--- src/rtl/tme_pkg.sv ---
// Constants shared by the trigger mapping and encoder block.
// Assumes a 20 MHz pclk and an APB register bus with 32-bit data.
package tme_pkg;
  // ----------------------------------------------------------------
  // Sizes
  // ----------------------------------------------------------------
  localparam int TME_NLINES = 8;
  localparam int TME_NFILT = 12;
  localparam int TME_FLEN_W = 8;
  // ----------------------------------------------------------------
  // Register offsets (bit 6 of the address selects the port alias)
  // ----------------------------------------------------------------
  localparam logic [5:0] TME_OFS_LINE_CFG = 6'h00;
  localparam logic [5:0] TME_OFS_LINE_LEVEL = 6'h04;
  localparam logic [5:0] TME_OFS_LINE_SRC = 6'h08;
  localparam logic [5:0] TME_OFS_LINE_STATE = 6'h0c;
  localparam logic [5:0] TME_OFS_TRIG_SEL = 6'h10;
  localparam logic [5:0] TME_OFS_ENC_CTRL = 6'h14;
  localparam logic [5:0] TME_OFS_ENC_DIV = 6'h18;
  localparam logic [5:0] TME_OFS_POS_LO = 6'h1c;
  localparam logic [5:0] TME_OFS_POS_HI = 6'h20;
  localparam logic [5:0] TME_OFS_FILT_LEN = 6'h24;
  localparam int TME_PORT_BIT = 6;
  // ----------------------------------------------------------------
  // Field positions
  // ----------------------------------------------------------------
  localparam int TME_CFG_DIR_LSB = 0;
  localparam int TME_CFG_INV_LSB = 8;
  localparam int TME_CFG_FALL_LSB = 16;
  localparam int TME_CFG_FILT_LSB = 24;
  localparam int TME_SEL_EN_BIT = 3;
  localparam int TME_ENC_EN_BIT = 0;
  localparam int TME_ENC_CLR_BIT = 1;
  localparam int TME_ENC_DIFF_BIT = 2;
  localparam int TME_ENC_FILT_BIT = 3;
  // ----------------------------------------------------------------
  // Reset values
  // ----------------------------------------------------------------
  localparam logic [31:0] TME_RST_LINE_CFG = 32'h0000_0000;
  localparam logic [7:0] TME_RST_LEVEL = 8'h00;
  localparam logic [23:0] TME_RST_SRC = 24'h00_0000;
  localparam logic [3:0] TME_RST_TRIG_SEL = 4'h0;
  localparam logic [3:0] TME_RST_ENC_CTRL = 4'h0;
  localparam logic [31:0] TME_RST_ENC_DIV = 32'h0000_0001;
  localparam logic [7:0] TME_RST_FILT_LEN = 8'h04;
  // ----------------------------------------------------------------
  // Output source codes, three bits per line
  // ----------------------------------------------------------------
  typedef enum logic [2:0] {
    TME_SRC_LEVEL = 3'b000,
    TME_SRC_TIM0 = 3'b001,
    TME_SRC_TIM1 = 3'b010,
    TME_SRC_STAT0 = 3'b011,
    TME_SRC_STAT1 = 3'b100,
    TME_SRC_ENC = 3'b101
  } tme_src_type;
endpackage

--- src/rtl/tme_filt_if.sv ---
// Carrier between the block top and one input noise filter.
// Assumes all signals are on pclk except raw, which is asynchronous.
`timescale 1ns/1ps
interface tme_filt_if;
  logic raw;
  logic en;
  logic [7:0] len;
  logic clean;
  modport filt (input raw, input en, input len, output clean);
  modport user (output raw, output en, output len, input clean);
endinterface

--- src/rtl/tme_filt.sv ---
// One input noise filter: two-stage synchroniser, then a stability count.
// Assumes raw may change at any time relative to pclk.
`timescale 1ns/1ps
module tme_filt
  import tme_pkg::*;
(
  // Clock and reset
  input wire logic pclk,
  input wire logic presetn,
  // Filter carrier
  tme_filt_if.filt fio
);
  logic sync1_reg;
  logic sync2_reg;
  logic clean_reg;
  logic [7:0] cnt_reg;

  // ----------------------------------------------------------------
  // Synchroniser
  // ----------------------------------------------------------------
  // Only the second stage reads the first
  always_ff @(posedge pclk or negedge presetn) begin
    if (!presetn) begin
      sync1_reg <= 1'b0;
      sync2_reg <= 1'b0;
    end else begin
      sync1_reg <= fio.raw;
      sync2_reg <= sync1_reg;
    end
  end

  // ----------------------------------------------------------------
  // Stability filter
  // ----------------------------------------------------------------
  // A change must persist len+1 cycles; shorter glitches are dropped
  always_ff @(posedge pclk or negedge presetn) begin
    if (!presetn) begin
      clean_reg <= 1'b0;
      cnt_reg <= 8'h00;
    end else if (!fio.en || sync2_reg == clean_reg) begin
      clean_reg <= sync2_reg;
      cnt_reg <= 8'h00;
    end else if (cnt_reg >= fio.len) begin
      clean_reg <= sync2_reg;
      cnt_reg <= 8'h00;
    end else begin
      cnt_reg <= cnt_reg + 8'h01;
    end
  end

  assign fio.clean = clean_reg;
endmodule

--- src/rtl/tme_top.sv ---
// Trigger line mapping, acquisition start detection and encoder position.
// Assumes pclk at 20 MHz, APB slave, line and encoder pins asynchronous,
// timing pulses and status inputs synchronous to pclk.
// Contract
// - Each line may start acquisition on rising or falling edge.
// - Each line can be a digital output at a programmed level.
// - Per-line selector puts timing pulses or status signals on a line.
// - Seven sync bus lines plus one external line, all usable together.
// - Polarity and direction programmable per line.
// - Both ports share all lines; each may configure, read, drive.
// - Each line takes the latest write from either port.
// - Noise filter on every line input.
// - Decode quadrature phases from differential or single-ended inputs.
// - Absolute encoder position held in a 64-bit counter.
// - Pulse train gives one pulse per programmed number of ticks.
// - Software can read the position counter at any time.
// - Noise filter on both encoder phase inputs.
`timescale 1ns/1ps
module tme_top
  import tme_pkg::*;
(
  // Clock and reset
  input wire logic pclk,
  input wire logic presetn,
  // APB slave
  input wire logic psel,
  input wire logic penable,
  input wire logic pwrite,
  input wire logic [31:0] paddr,
  input wire logic [31:0] pwdata,
  output logic [31:0] prdata,
  output logic pready,
  output logic pslverr,
  // Trigger lines: bits 6..0 sync bus, bit 7 external
  input wire logic [7:0] line_in,
  output logic [7:0] line_out,
  output logic [7:0] line_oe,
  // Timing generator pulses and board status, one per port
  input wire logic [1:0] timing_pulse,
  input wire logic [1:0] status_in,
  // Encoder phases
  input wire logic enc_a_diff,
  input wire logic enc_b_diff,
  input wire logic enc_a_se,
  input wire logic enc_b_se,
  // Results
  output logic [1:0] acq_start,
  output logic pulse_train
);
  // ----------------------------------------------------------------
  // Registers and internal state
  // ----------------------------------------------------------------
  logic [31:0] line_cfg_reg, enc_div_reg, pos_hi_snap_reg, div_cnt_reg, prdata_reg;
  logic [7:0] level_reg, filt_len_reg, pol_prev_reg, line_out_reg, line_oe_reg;
  logic [23:0] src_reg;
  logic [3:0] enc_ctrl_reg, trig_sel_reg [2];
  logic [63:0] pos_reg;
  logic [1:0] ab_prev_reg, acq_start_reg;
  logic pready_reg, pslverr_reg, pulse_train_reg;

  logic [7:0] dir, inv, fall, fen, line_pol, drive_val;
  logic [TME_NFILT-1:0] raw_vec, en_vec, clean_vec;
  logic [1:0] hit, ab_now;
  logic tick, up, bad, setup, wr, port, rd_ok;
  logic [5:0] ofs;
  logic [31:0] div_m1, rd_mux;

  assign dir = line_cfg_reg[TME_CFG_DIR_LSB +: 8];
  assign inv = line_cfg_reg[TME_CFG_INV_LSB +: 8];
  assign fall = line_cfg_reg[TME_CFG_FALL_LSB +: 8];
  assign fen = line_cfg_reg[TME_CFG_FILT_LSB +: 8];

  // ----------------------------------------------------------------
  // Input filters: 8 lines, then diff A, diff B, single A, single B
  // ----------------------------------------------------------------
  assign raw_vec = {enc_b_se, enc_a_se, enc_b_diff, enc_a_diff, line_in};
  assign en_vec = {{4{enc_ctrl_reg[TME_ENC_FILT_BIT]}}, fen};

  tme_filt_if fif [TME_NFILT] ();
  genvar g;
  generate
    for (g = 0; g < TME_NFILT; g++) begin : gen_filt
      assign fif[g].raw = raw_vec[g];
      assign fif[g].en = en_vec[g];
      assign fif[g].len = filt_len_reg;
      assign clean_vec[g] = fif[g].clean;
      tme_filt u_filt (
        .pclk(pclk),
        .presetn(presetn),
        .fio(fif[g])
      );
    end
  endgenerate

  // Polarity is corrected after filtering, so edges see clean levels
  assign line_pol = clean_vec[7:0] ^ inv;

  // ----------------------------------------------------------------
  // APB decode
  // ----------------------------------------------------------------
  // Either alias reaches the same shared line registers
  assign port = paddr[TME_PORT_BIT];
  assign ofs = paddr[5:0];
  assign setup = psel && !penable;
  assign wr = psel && penable && pready_reg && pwrite && rd_ok;
  assign rd_ok = (paddr[31:7] == 25'h000_0000) && (ofs <= TME_OFS_FILT_LEN) &&
                 (ofs[1:0] == 2'b00);

  // Read mux; the position high word comes from the snapshot
  always_comb begin
    rd_mux = 32'h0000_0000;
    unique case (ofs)
      TME_OFS_LINE_CFG: rd_mux = line_cfg_reg;
      TME_OFS_LINE_LEVEL: rd_mux = {24'h00_0000, level_reg};
      TME_OFS_LINE_SRC: rd_mux = {8'h00, src_reg};
      TME_OFS_LINE_STATE: rd_mux = {24'h00_0000, line_pol};
      TME_OFS_TRIG_SEL: rd_mux = {28'h000_0000, trig_sel_reg[port]};
      TME_OFS_ENC_CTRL: rd_mux = {28'h000_0000, enc_ctrl_reg};
      TME_OFS_ENC_DIV: rd_mux = enc_div_reg;
      TME_OFS_POS_LO: rd_mux = pos_reg[31:0];
      TME_OFS_POS_HI: rd_mux = pos_hi_snap_reg;
      TME_OFS_FILT_LEN: rd_mux = {24'h00_0000, filt_len_reg};
      default: rd_mux = 32'h0000_0000;
    endcase
  end

  // Answer one cycle after setup: zero wait states
  always_ff @(posedge pclk or negedge presetn) begin
    if (!presetn) begin
      prdata_reg <= 32'h0000_0000;
      pready_reg <= 1'b0;
      pslverr_reg <= 1'b0;
    end else begin
      pready_reg <= setup;
      pslverr_reg <= setup && !rd_ok;
      if (setup && !pwrite) begin
        prdata_reg <= rd_ok ? rd_mux : 32'h0000_0000;
      end
    end
  end

  // Reading the low word freezes the high word for a coherent 64-bit read
  always_ff @(posedge pclk or negedge presetn) begin
    if (!presetn) begin
      pos_hi_snap_reg <= 32'h0000_0000;
    end else if (setup && !pwrite && ofs == TME_OFS_POS_LO) begin
      pos_hi_snap_reg <= pos_reg[63:32];
    end
  end

  // ----------------------------------------------------------------
  // Shared line configuration
  // ----------------------------------------------------------------
  // APB serialises both ports, so the latest write simply wins
  always_ff @(posedge pclk or negedge presetn) begin
    if (!presetn) begin
      line_cfg_reg <= TME_RST_LINE_CFG;
      level_reg <= TME_RST_LEVEL;
      src_reg <= TME_RST_SRC;
      filt_len_reg <= TME_RST_FILT_LEN;
    end else if (wr) begin
      if (ofs == TME_OFS_LINE_CFG) line_cfg_reg <= pwdata;
      if (ofs == TME_OFS_LINE_LEVEL) level_reg <= pwdata[7:0];
      if (ofs == TME_OFS_LINE_SRC) src_reg <= pwdata[23:0];
      if (ofs == TME_OFS_FILT_LEN) filt_len_reg <= pwdata[7:0];
    end
  end

  // Per-port start line selection
  always_ff @(posedge pclk or negedge presetn) begin
    if (!presetn) begin
      trig_sel_reg[0] <= TME_RST_TRIG_SEL;
      trig_sel_reg[1] <= TME_RST_TRIG_SEL;
    end else if (wr && ofs == TME_OFS_TRIG_SEL) begin
      trig_sel_reg[port] <= pwdata[3:0];
    end
  end

  // Encoder control; the clear bit reads back as zero
  always_ff @(posedge pclk or negedge presetn) begin
    if (!presetn) begin
      enc_ctrl_reg <= TME_RST_ENC_CTRL;
      enc_div_reg <= TME_RST_ENC_DIV;
    end else begin
      enc_ctrl_reg[TME_ENC_CLR_BIT] <= 1'b0;
      if (wr && ofs == TME_OFS_ENC_CTRL) enc_ctrl_reg <= pwdata[3:0];
      if (wr && ofs == TME_OFS_ENC_DIV) enc_div_reg <= pwdata;
    end
  end

  // ----------------------------------------------------------------
  // Line output mapping
  // ----------------------------------------------------------------
  always_comb begin
    drive_val = 8'h00;
    for (int k = 0; k < TME_NLINES; k++) begin
      unique case (src_reg[3*k +: 3])
        TME_SRC_TIM0: drive_val[k] = timing_pulse[0];
        TME_SRC_TIM1: drive_val[k] = timing_pulse[1];
        TME_SRC_STAT0: drive_val[k] = status_in[0];
        TME_SRC_STAT1: drive_val[k] = status_in[1];
        TME_SRC_ENC: drive_val[k] = pulse_train_reg;
        default: drive_val[k] = level_reg[k];
      endcase
    end
  end

  // Output polarity matches the input view of the same line
  always_ff @(posedge pclk or negedge presetn) begin
    if (!presetn) begin
      line_out_reg <= 8'h00;
      line_oe_reg <= 8'h00;
    end else begin
      line_out_reg <= drive_val ^ inv;
      line_oe_reg <= dir;
    end
  end

  // ----------------------------------------------------------------
  // Acquisition start detection
  // ----------------------------------------------------------------
  always_ff @(posedge pclk or negedge presetn) begin
    if (!presetn) begin
      pol_prev_reg <= 8'h00;
    end else begin
      pol_prev_reg <= line_pol;
    end
  end

  // Edge chosen per line, enable and line chosen per port
  always_comb begin
    logic [2:0] s;
    s = 3'b000;
    hit = 2'b00;
    for (int p = 0; p < 2; p++) begin
      s = trig_sel_reg[p][2:0];
      hit[p] = trig_sel_reg[p][TME_SEL_EN_BIT] &&
               (fall[s] ? (pol_prev_reg[s] && !line_pol[s]) :
                          (!pol_prev_reg[s] && line_pol[s]));
    end
  end

  always_ff @(posedge pclk or negedge presetn) begin
    if (!presetn) begin
      acq_start_reg <= 2'b00;
    end else begin
      acq_start_reg <= hit;
    end
  end

  // ----------------------------------------------------------------
  // Quadrature decoder and position
  // ----------------------------------------------------------------
  assign ab_now = enc_ctrl_reg[TME_ENC_DIFF_BIT] ? clean_vec[9:8] : clean_vec[11:10];
  assign bad = (ab_now[0] != ab_prev_reg[0]) && (ab_now[1] != ab_prev_reg[1]);
  assign tick = enc_ctrl_reg[TME_ENC_EN_BIT] && (ab_now != ab_prev_reg) && !bad;
  assign up = ab_prev_reg[0] ^ ab_now[1];
  assign div_m1 = (enc_div_reg == 32'h0000_0000) ? 32'h0000_0000 :
                  enc_div_reg - 32'h0000_0001;

  always_ff @(posedge pclk or negedge presetn) begin
    if (!presetn) begin
      ab_prev_reg <= 2'b00;
    end else begin
      ab_prev_reg <= ab_now;
    end
  end

  // Clear has priority over a tick in the same cycle
  always_ff @(posedge pclk or negedge presetn) begin
    if (!presetn) begin
      pos_reg <= 64'h0000_0000_0000_0000;
    end else if (enc_ctrl_reg[TME_ENC_CLR_BIT]) begin
      pos_reg <= 64'h0000_0000_0000_0000;
    end else if (tick) begin
      pos_reg <= up ? pos_reg + 64'h1 : pos_reg - 64'h1;
    end
  end

  // Divide-down: a divisor of zero behaves as one
  always_ff @(posedge pclk or negedge presetn) begin
    if (!presetn) begin
      div_cnt_reg <= 32'h0000_0000;
      pulse_train_reg <= 1'b0;
    end else begin
      pulse_train_reg <= tick && (div_cnt_reg >= div_m1);
      if (enc_ctrl_reg[TME_ENC_CLR_BIT]) div_cnt_reg <= 32'h0000_0000;
      else if (tick) begin
        div_cnt_reg <= (div_cnt_reg >= div_m1) ? 32'h0000_0000 :
                       div_cnt_reg + 32'h0000_0001;
      end
    end
  end

  assign prdata = prdata_reg;
  assign pready = pready_reg;
  assign pslverr = pslverr_reg;
  assign line_out = line_out_reg;
  assign line_oe = line_oe_reg;
  assign acq_start = acq_start_reg;
  assign pulse_train = pulse_train_reg;
endmodule

--- config.mk ---
export PLATFORM = sky130hd
export DESIGN_NAME = tme_top
export DESIGN_NICKNAME = d
export VERILOG_FILES = /design/src/rtl/tme_pkg.sv /design/src/rtl/tme_filt_if.sv /design/src/rtl/tme_filt.sv /design/src/rtl/tme_top.sv
export SDC_FILE = /design/constraint.sdc
export NUM_CORES = 1
export LEC_CHECK = 0
export BUFFER_PORTS_ARGS = -buffer_cell sky130_fd_sc_hd__clkbuf_2
export CAP_MARGIN = 20
export CORE_UTILIZATION = 62
export CTS_BUF_LIST = sky130_fd_sc_hd__clkbuf_8 sky130_fd_sc_hd__clkbuf_16
export DETAILED_ROUTE_END_ITERATION = 8
export PLACE_DENSITY = 0.77
export SLEW_MARGIN = 0
export SYNTH_ARGS = -nofsm -noshare
export SYNTH_HDL_FRONTEND = slang
export SYNTH_HIERARCHICAL = 1
export SYNTH_SLANG_ARGS = --single-unit
--- constraint.sdc ---
create_clock -name pclk -period 7.1 [get_ports pclk]
set_input_delay 1.775 -clock pclk [delete_from_list [all_inputs] [get_ports pclk]]
set_output_delay 1.775 -clock pclk [all_outputs]
set_load 0.01 [all_outputs]
Word level (Yosys, flattened, before mapping)
Cells that the tools add are included.
{"block": "op_classes", "addsub": 16, "n_lt_le_gt_ge": 18, "eq_ne": 64, "mux": 87, "bitwise_logic": 4, "n_reduce_logical": 74}
{"operator": "one-hot mux 32 bit (10 select lines)", "n": 1}
{"operator": "two-way mux 64 bit", "n": 3}
{"operator": "two-way mux 8 bit", "n": 24}
{"operator": "two-way mux 32 bit", "n": 5}
{"operator": "adder 8 x 1 -> 8 bit, second input constant", "n": 12}
{"operator": ">= comparator 8 bit", "n": 12}
{"operator": "adder 64 x 1 -> 64 bit, second input constant", "n": 1}
{"operator": "subtractor 64 x 1 -> 64 bit, second input constant", "n": 1}
{"operator": "equality test 3 x 2 -> 1 bit, second input constant", "n": 16}
{"operator": "equality test 3 bit, second input constant", "n": 16}
{"operator": "one-hot mux 1 bit (5 select lines)", "n": 8}
{"operator": "adder 32 x 1 -> 32 bit, second input constant", "n": 1}
{"operator": ">= comparator 32 bit", "n": 1}
{"operator": "zero test 32 bit", "n": 1}
{"operator": "two-way mux 1 bit", "n": 32}
{"operator": "subtractor 32 x 1 -> 32 bit, second input constant", "n": 1}
{"operator": "nonzero test 2 bit", "n": 13}
{"operator": "zero test 25 bit", "n": 1}
{"operator": "equality test 3 x 1 -> 1 bit, second input constant", "n": 8}
{"operator": "equality test 6 x 5 -> 1 bit, second input constant", "n": 4}
{"operator": "logical AND 1 bit", "n": 24}
{"operator": "binary-select mux 1 bit (select 3 bit)", "n": 6}
{"operator": "zero test 1 bit", "n": 17}
{"operator": "two-way mux 4 bit", "n": 4}
{"operator": "other kinds (20)", "n": 51}
{"block": "word_totals", "ff_bits": 439, "input_bits": 85, "word_cells": 332}

Longest topological paths before layout
{"block": "depth", "depth_word": 7, "ltp_mapped": 18, "ltp_nobuf": 17}

Cells and area by module
Netlist, hierarchy kept.
{"module": "tme_top", "instances": 1, "cells_per_inst": 1956, "area_each_um2": 18860.6, "seq_area_each_um2": 7684.9}
{"module": "tme_filt", "instances": 12, "cells_per_inst": 62, "area_each_um2": 636.9, "seq_area_each_um2": 275.3}

Least setup slack after synthesis
Ideal clock, no wire load.
{"block": "synth_timing", "path_type": "register to register", "startpoint": "register enc_div_reg[5]", "endpoint": "register div_cnt_reg[23]", "arrival_time_ps": 4487, "setup_slack_ps": 2473, "path_stages_with_launch": 18, "n_path_buf": 2, "period_less_slack_ps": 4627, "cell_sequence": "dfrtp_1 > or4_1 > nor3_1 > nand2_1 > or2_2 > clkbuf_1 > nor4_1 > xor2_1 > nand2_1 > ha_1 > nand4_1 > nor4_1 > nand2_1 > nor3_1 > o41ai_1 > a21oi_1 > clkbuf_1 > nor3_1"}
{"block": "synth_between", "elab_chain_cells": 6, "word_cells_on_any_way": 7}
{"item": "from (decl)", "line": "tme_top.sv:53", "source": "logic [31:0] line_cfg_reg, enc_div_reg, pos_hi_snap_reg, div_cnt_reg, prdata_reg;"}
{"item": "from (signal assigned)", "line": "tme_top.sv:187", "source": "if (wr && ofs == TME_OFS_ENC_DIV) enc_div_reg <= pwdata;"}
{"item": "subtractor 32 x 1 -> 32 bit or zero test 32 bit (tied branches)", "line": "tme_top.sv:259, tme_top.sv:258"}
{"item": "two-way mux 32 bit (*)", "line": "tme_top.sv:258", "source": "assign div_m1 = (enc_div_reg == 32'h0000_0000) ? 32'h0000_0000 :"}
{"item": ">= comparator 32 bit (*)", "line": "tme_top.sv:289", "source": "div_cnt_reg <= (div_cnt_reg >= div_m1) ? 32'h0000_0000 :"}
{"item": "two-way mux 32 bit (*)", "line": "tme_top.sv:289"}
{"item": "two-way mux 32 bit (*)", "line": "tme_top.sv:288", "source": "else if (tick) begin"}
{"item": "two-way mux 32 bit (*)", "line": "tme_top.sv:287", "source": "if (enc_ctrl_reg[TME_ENC_CLR_BIT]) div_cnt_reg <= 32'h0000_0000;"}
{"item": "to (signal assigned)", "line": "tme_top.sv:289"}
{"item": "to (decl)", "line": "tme_top.sv:53"}
Every way passes the cells marked *; elsewhere a longest branch is shown, timed or not. The select of a mux whose other input is x is not followed.
A chain may end at the register's enable or synchronous reset.

Worst setup path after layout
{"block": "layout_timing", "startpoint": "register enc_div_reg[11]", "endpoint": "register div_cnt_reg[20]"}
Same word-level chain as after synthesis.

==> impl_metrics.tcl <==
set metrics [dict create \
    status "complete, no violations" \
    fin_util_pct 69.9 \
    drt.antenna.violating_nets 0 \
    cts_made_buffers 47 \
    grt_pass1_wl_mm 122 \
    seq_area_frac_synth_pct 41.5 \
    arrival_ps 5810 \
    dp_hpwl_mm 55.4 \
    die_y_um 209 \
    portBuffers 137 \
    start_kind "flop" \
    io_pins 138 \
    syn_area_um2 26500 \
    core_area_um2 42000 \
    clk_latency_ps 610 \
    netlist_instances 2700 \
    routed_via_density 6.41 \
    grt_pass1_vias 21800 \
    slew_viol_final 0 \
    initial_core_util_pct 63.0 \
    crit_type "reg -> reg" \
    synth_nets 2991 \
    area_growth_pct 10.8 \
    cts.reportedPaths.clkPinSlew_ps 70 \
    drc 0 \
    skew_ps 15.0 \
    clock-sinks 439 \
    antenna_found_initial 2 \
    layout_common_cells "436 x dfrtp_1, 265 x nand2_1, 205 x ha_1, 193 x nor2_1, 160 x a21oi_1" \
    dr.pass1.iters 7 \
    rows 75 \
    post_cts_buffers 0 \
    finalCriticalPeriod_ps 5310 \
    tightestPinTransition_ps 975 \
    grt_max_degree 147 \
    clk_path_buf_depth 3 \
    largest_reg_flops 96 \
    syn_area_per_cell_um2 9.82 \
    htree_levels 2 \
    yosysWarnings 6 \
    gp_congestion 0.953 \
    cts_resized 0 \
    cts-root-buf "clkbuf_16" \
    ys.flop_type "dfrtp_1" \
    setup_viol 0 \
    critPathCaptureType "flop" \
    gr-total-overflow 0 \
    ys_types 76 \
    rsz0062_at_grt "no" \
    drt-initial-drc-count 1982 \
    drive_gt1_share_pct 16.7 \
    fmax_mhz 188 \
    setup-tns-final_ps 0 \
    worstPathRequired_ps 7600 \
    ir_worst_vdd_uv 170 \
    hold_path_class "reg -> reg" \
    power_density_nw_per_um2 187 \
    vias 21700 \
    mostFrequentLayoutCell "dfrtp_1" \
    fp.dieArea_um2 43600 \
    synth-edff-count 0 \
    async_flop_share_pct 100 \
    cts_tree "yes" \
    routed_wl_mm 76.9 \
    max_cap_viol_count 0 \
    min_period_over_period_pct 74.7 \
    grt_usage_pct 35.9 \
    avgRoutedWirePerCell_um 22.7 \
    synth-seq-cells 439 \
    slew_headroom_pct 35.0 \
    cp_max_fo 30 \
    die_w_um 209 \
    power.leakage_nw 13.9 \
    nNetsFinal 3101 \
    hold_violations 0 \
    hold_buffers 0 \
]
[power breakdown]
part	switching (mW)	internal, mW
logic	0.229	0.104
clock network	1.11	1.51
registers	0.0112	2.52
[logic make-up (layout without fill, tap and decap cells)]
| family | Yosys count | count (layout) | synth area share (%) |
|---|---|---|---|
| buffers and inverters | 243 | 391 | 3.50 |
| other | 0 | 1 | 0 |
| multiplexers | 195 | 195 | 8.82 |
| flip-flops | 439 | 439 | 41.5 |
| AO/OA/AOI/OAI | 573 | 573 | 14.2 |
| XOR/XNOR | 211 | 211 | 7.10 |
| adder cells (fa/ha/maj) | 206 | 206 | 9.75 |
| AND/OR/NAND/NOR | 833 | 833 | 15.2 |
[routing by layer]
metal / share of wire (%) / global-route usage, % / vias up
li1: - / - / 9893
met1: 42 / 48.9 / 10600
met2: 46 / 56.8 / 970
met3: 7.9 / 6.22 / 206
met4: 4.6 / 15.5 / 0
met5: 0 / 0 / -
[cell usage after synthesis, types with 9 or more instances]
library cell  instances  area share (%)
nand3_1              98             1.9
a21oi_1             161             3.0
xnor2_1              77             2.5
dfrtp_1             437              41
nand2b_1             20            0.47
inv_1               143             2.0
nor3_2                9            0.34
nand3b_1             16            0.45
nor3_1               68             1.3
clkbuf_1             78             1.1
mux2_2              135             5.7
ha_1                205             9.7
nand2_1             265             3.8
nor4_1               17            0.40
nand4_1              44             1.0
o31ai_1               9            0.25
and3_1               42            0.99
mux4_2               12             1.0
xor2_1              132             4.4
o21a_1               18            0.51
nor2_1              194             2.7
o21ai_2              14            0.46
o211ai_1              9            0.25
o21bai_1             21            0.59
mux2i_1              33             1.2
a21oi_2              25            0.83
a21o_1               55             1.6
o22ai_1               9            0.21
buf_1                 9            0.13
a22o_1               15            0.50
a211o_1              13            0.43
buf_2                13            0.25
a31oi_1              21            0.50
or3_1                13            0.31
a221oi_1             32             1.1
mux2_4               13            0.74
a22oi_1              20            0.57
o21ai_0             111             2.1
[final cells by class]
cell class / count / area (um2)
diodes: 1 / 2.50
clock buffers: 53 / 1260
clock inverters: 34 / 384
fillers: 3179 / 12700
inverters: 143 / 537
multi-input cells: 2018 / 14600
flip-flops and latches: 439 / 11000
well taps: 539 / 674
repair buffers: 161 / 913
[worst max-delay path, stage by stage (launching register included)]
cell      delay [ps]
dfrtp_1          420
or4_1            600
nor3_1           380
nand3b_1         180
nor4bb_1         530
nand2_1          680
nand2b_1         270
ha_1             260
a21o_1           160
a21o_1           170
a21oi_1          170
nor2b_1           60
o21ai_0          150
a21oi_1          100
o41ai_1          450
a21oi_2          110
buf_4            260
nor3_1           250
[stage by stage]
step / std cells / power (mW) / worst slack, ps / hold WS (ps) / area (um2)
3_5_place_dp: 3300 / 2.90 / 1970 / 342 / 27700
4_1_cts: 3387 / 5.50 / 1930 / 356 / 29400
5_1_grt: 3387 / 5.64 / 1320 / 367 / 29400
3_3_place_gp: 3300 / 2.89 / 2110 / 334 / 27700
2_1_floorplan: 2700 / 2.75 / 2470 / 331 / 26500
6_report: 3388 / 5.48 / 1790 / 352 / 29400
[worst paths after layout]
check / from / slack (ps) / depth (start not counted) / end
min reg2reg: gen_filt[8].u_filt/sync1_reg / 350 / 0 / gen_filt[8].u_filt/sync2_reg
min: gen_filt[8].u_filt/sync1_reg / 350 / 0 / gen_filt[8].u_filt/sync2_reg
max reg2reg: enc_div_reg[11] / 1790 / 17 / div_cnt_reg[20]
max in group asynchronous: presetn / 4550 / 2 / pol_prev_reg[2]
min in group asynchronous: presetn / 1190 / 1 / div_cnt_reg[30]
max: enc_div_reg[11] / 1790 / 17 / div_cnt_reg[20]
(Power assumes the default switching activity.)
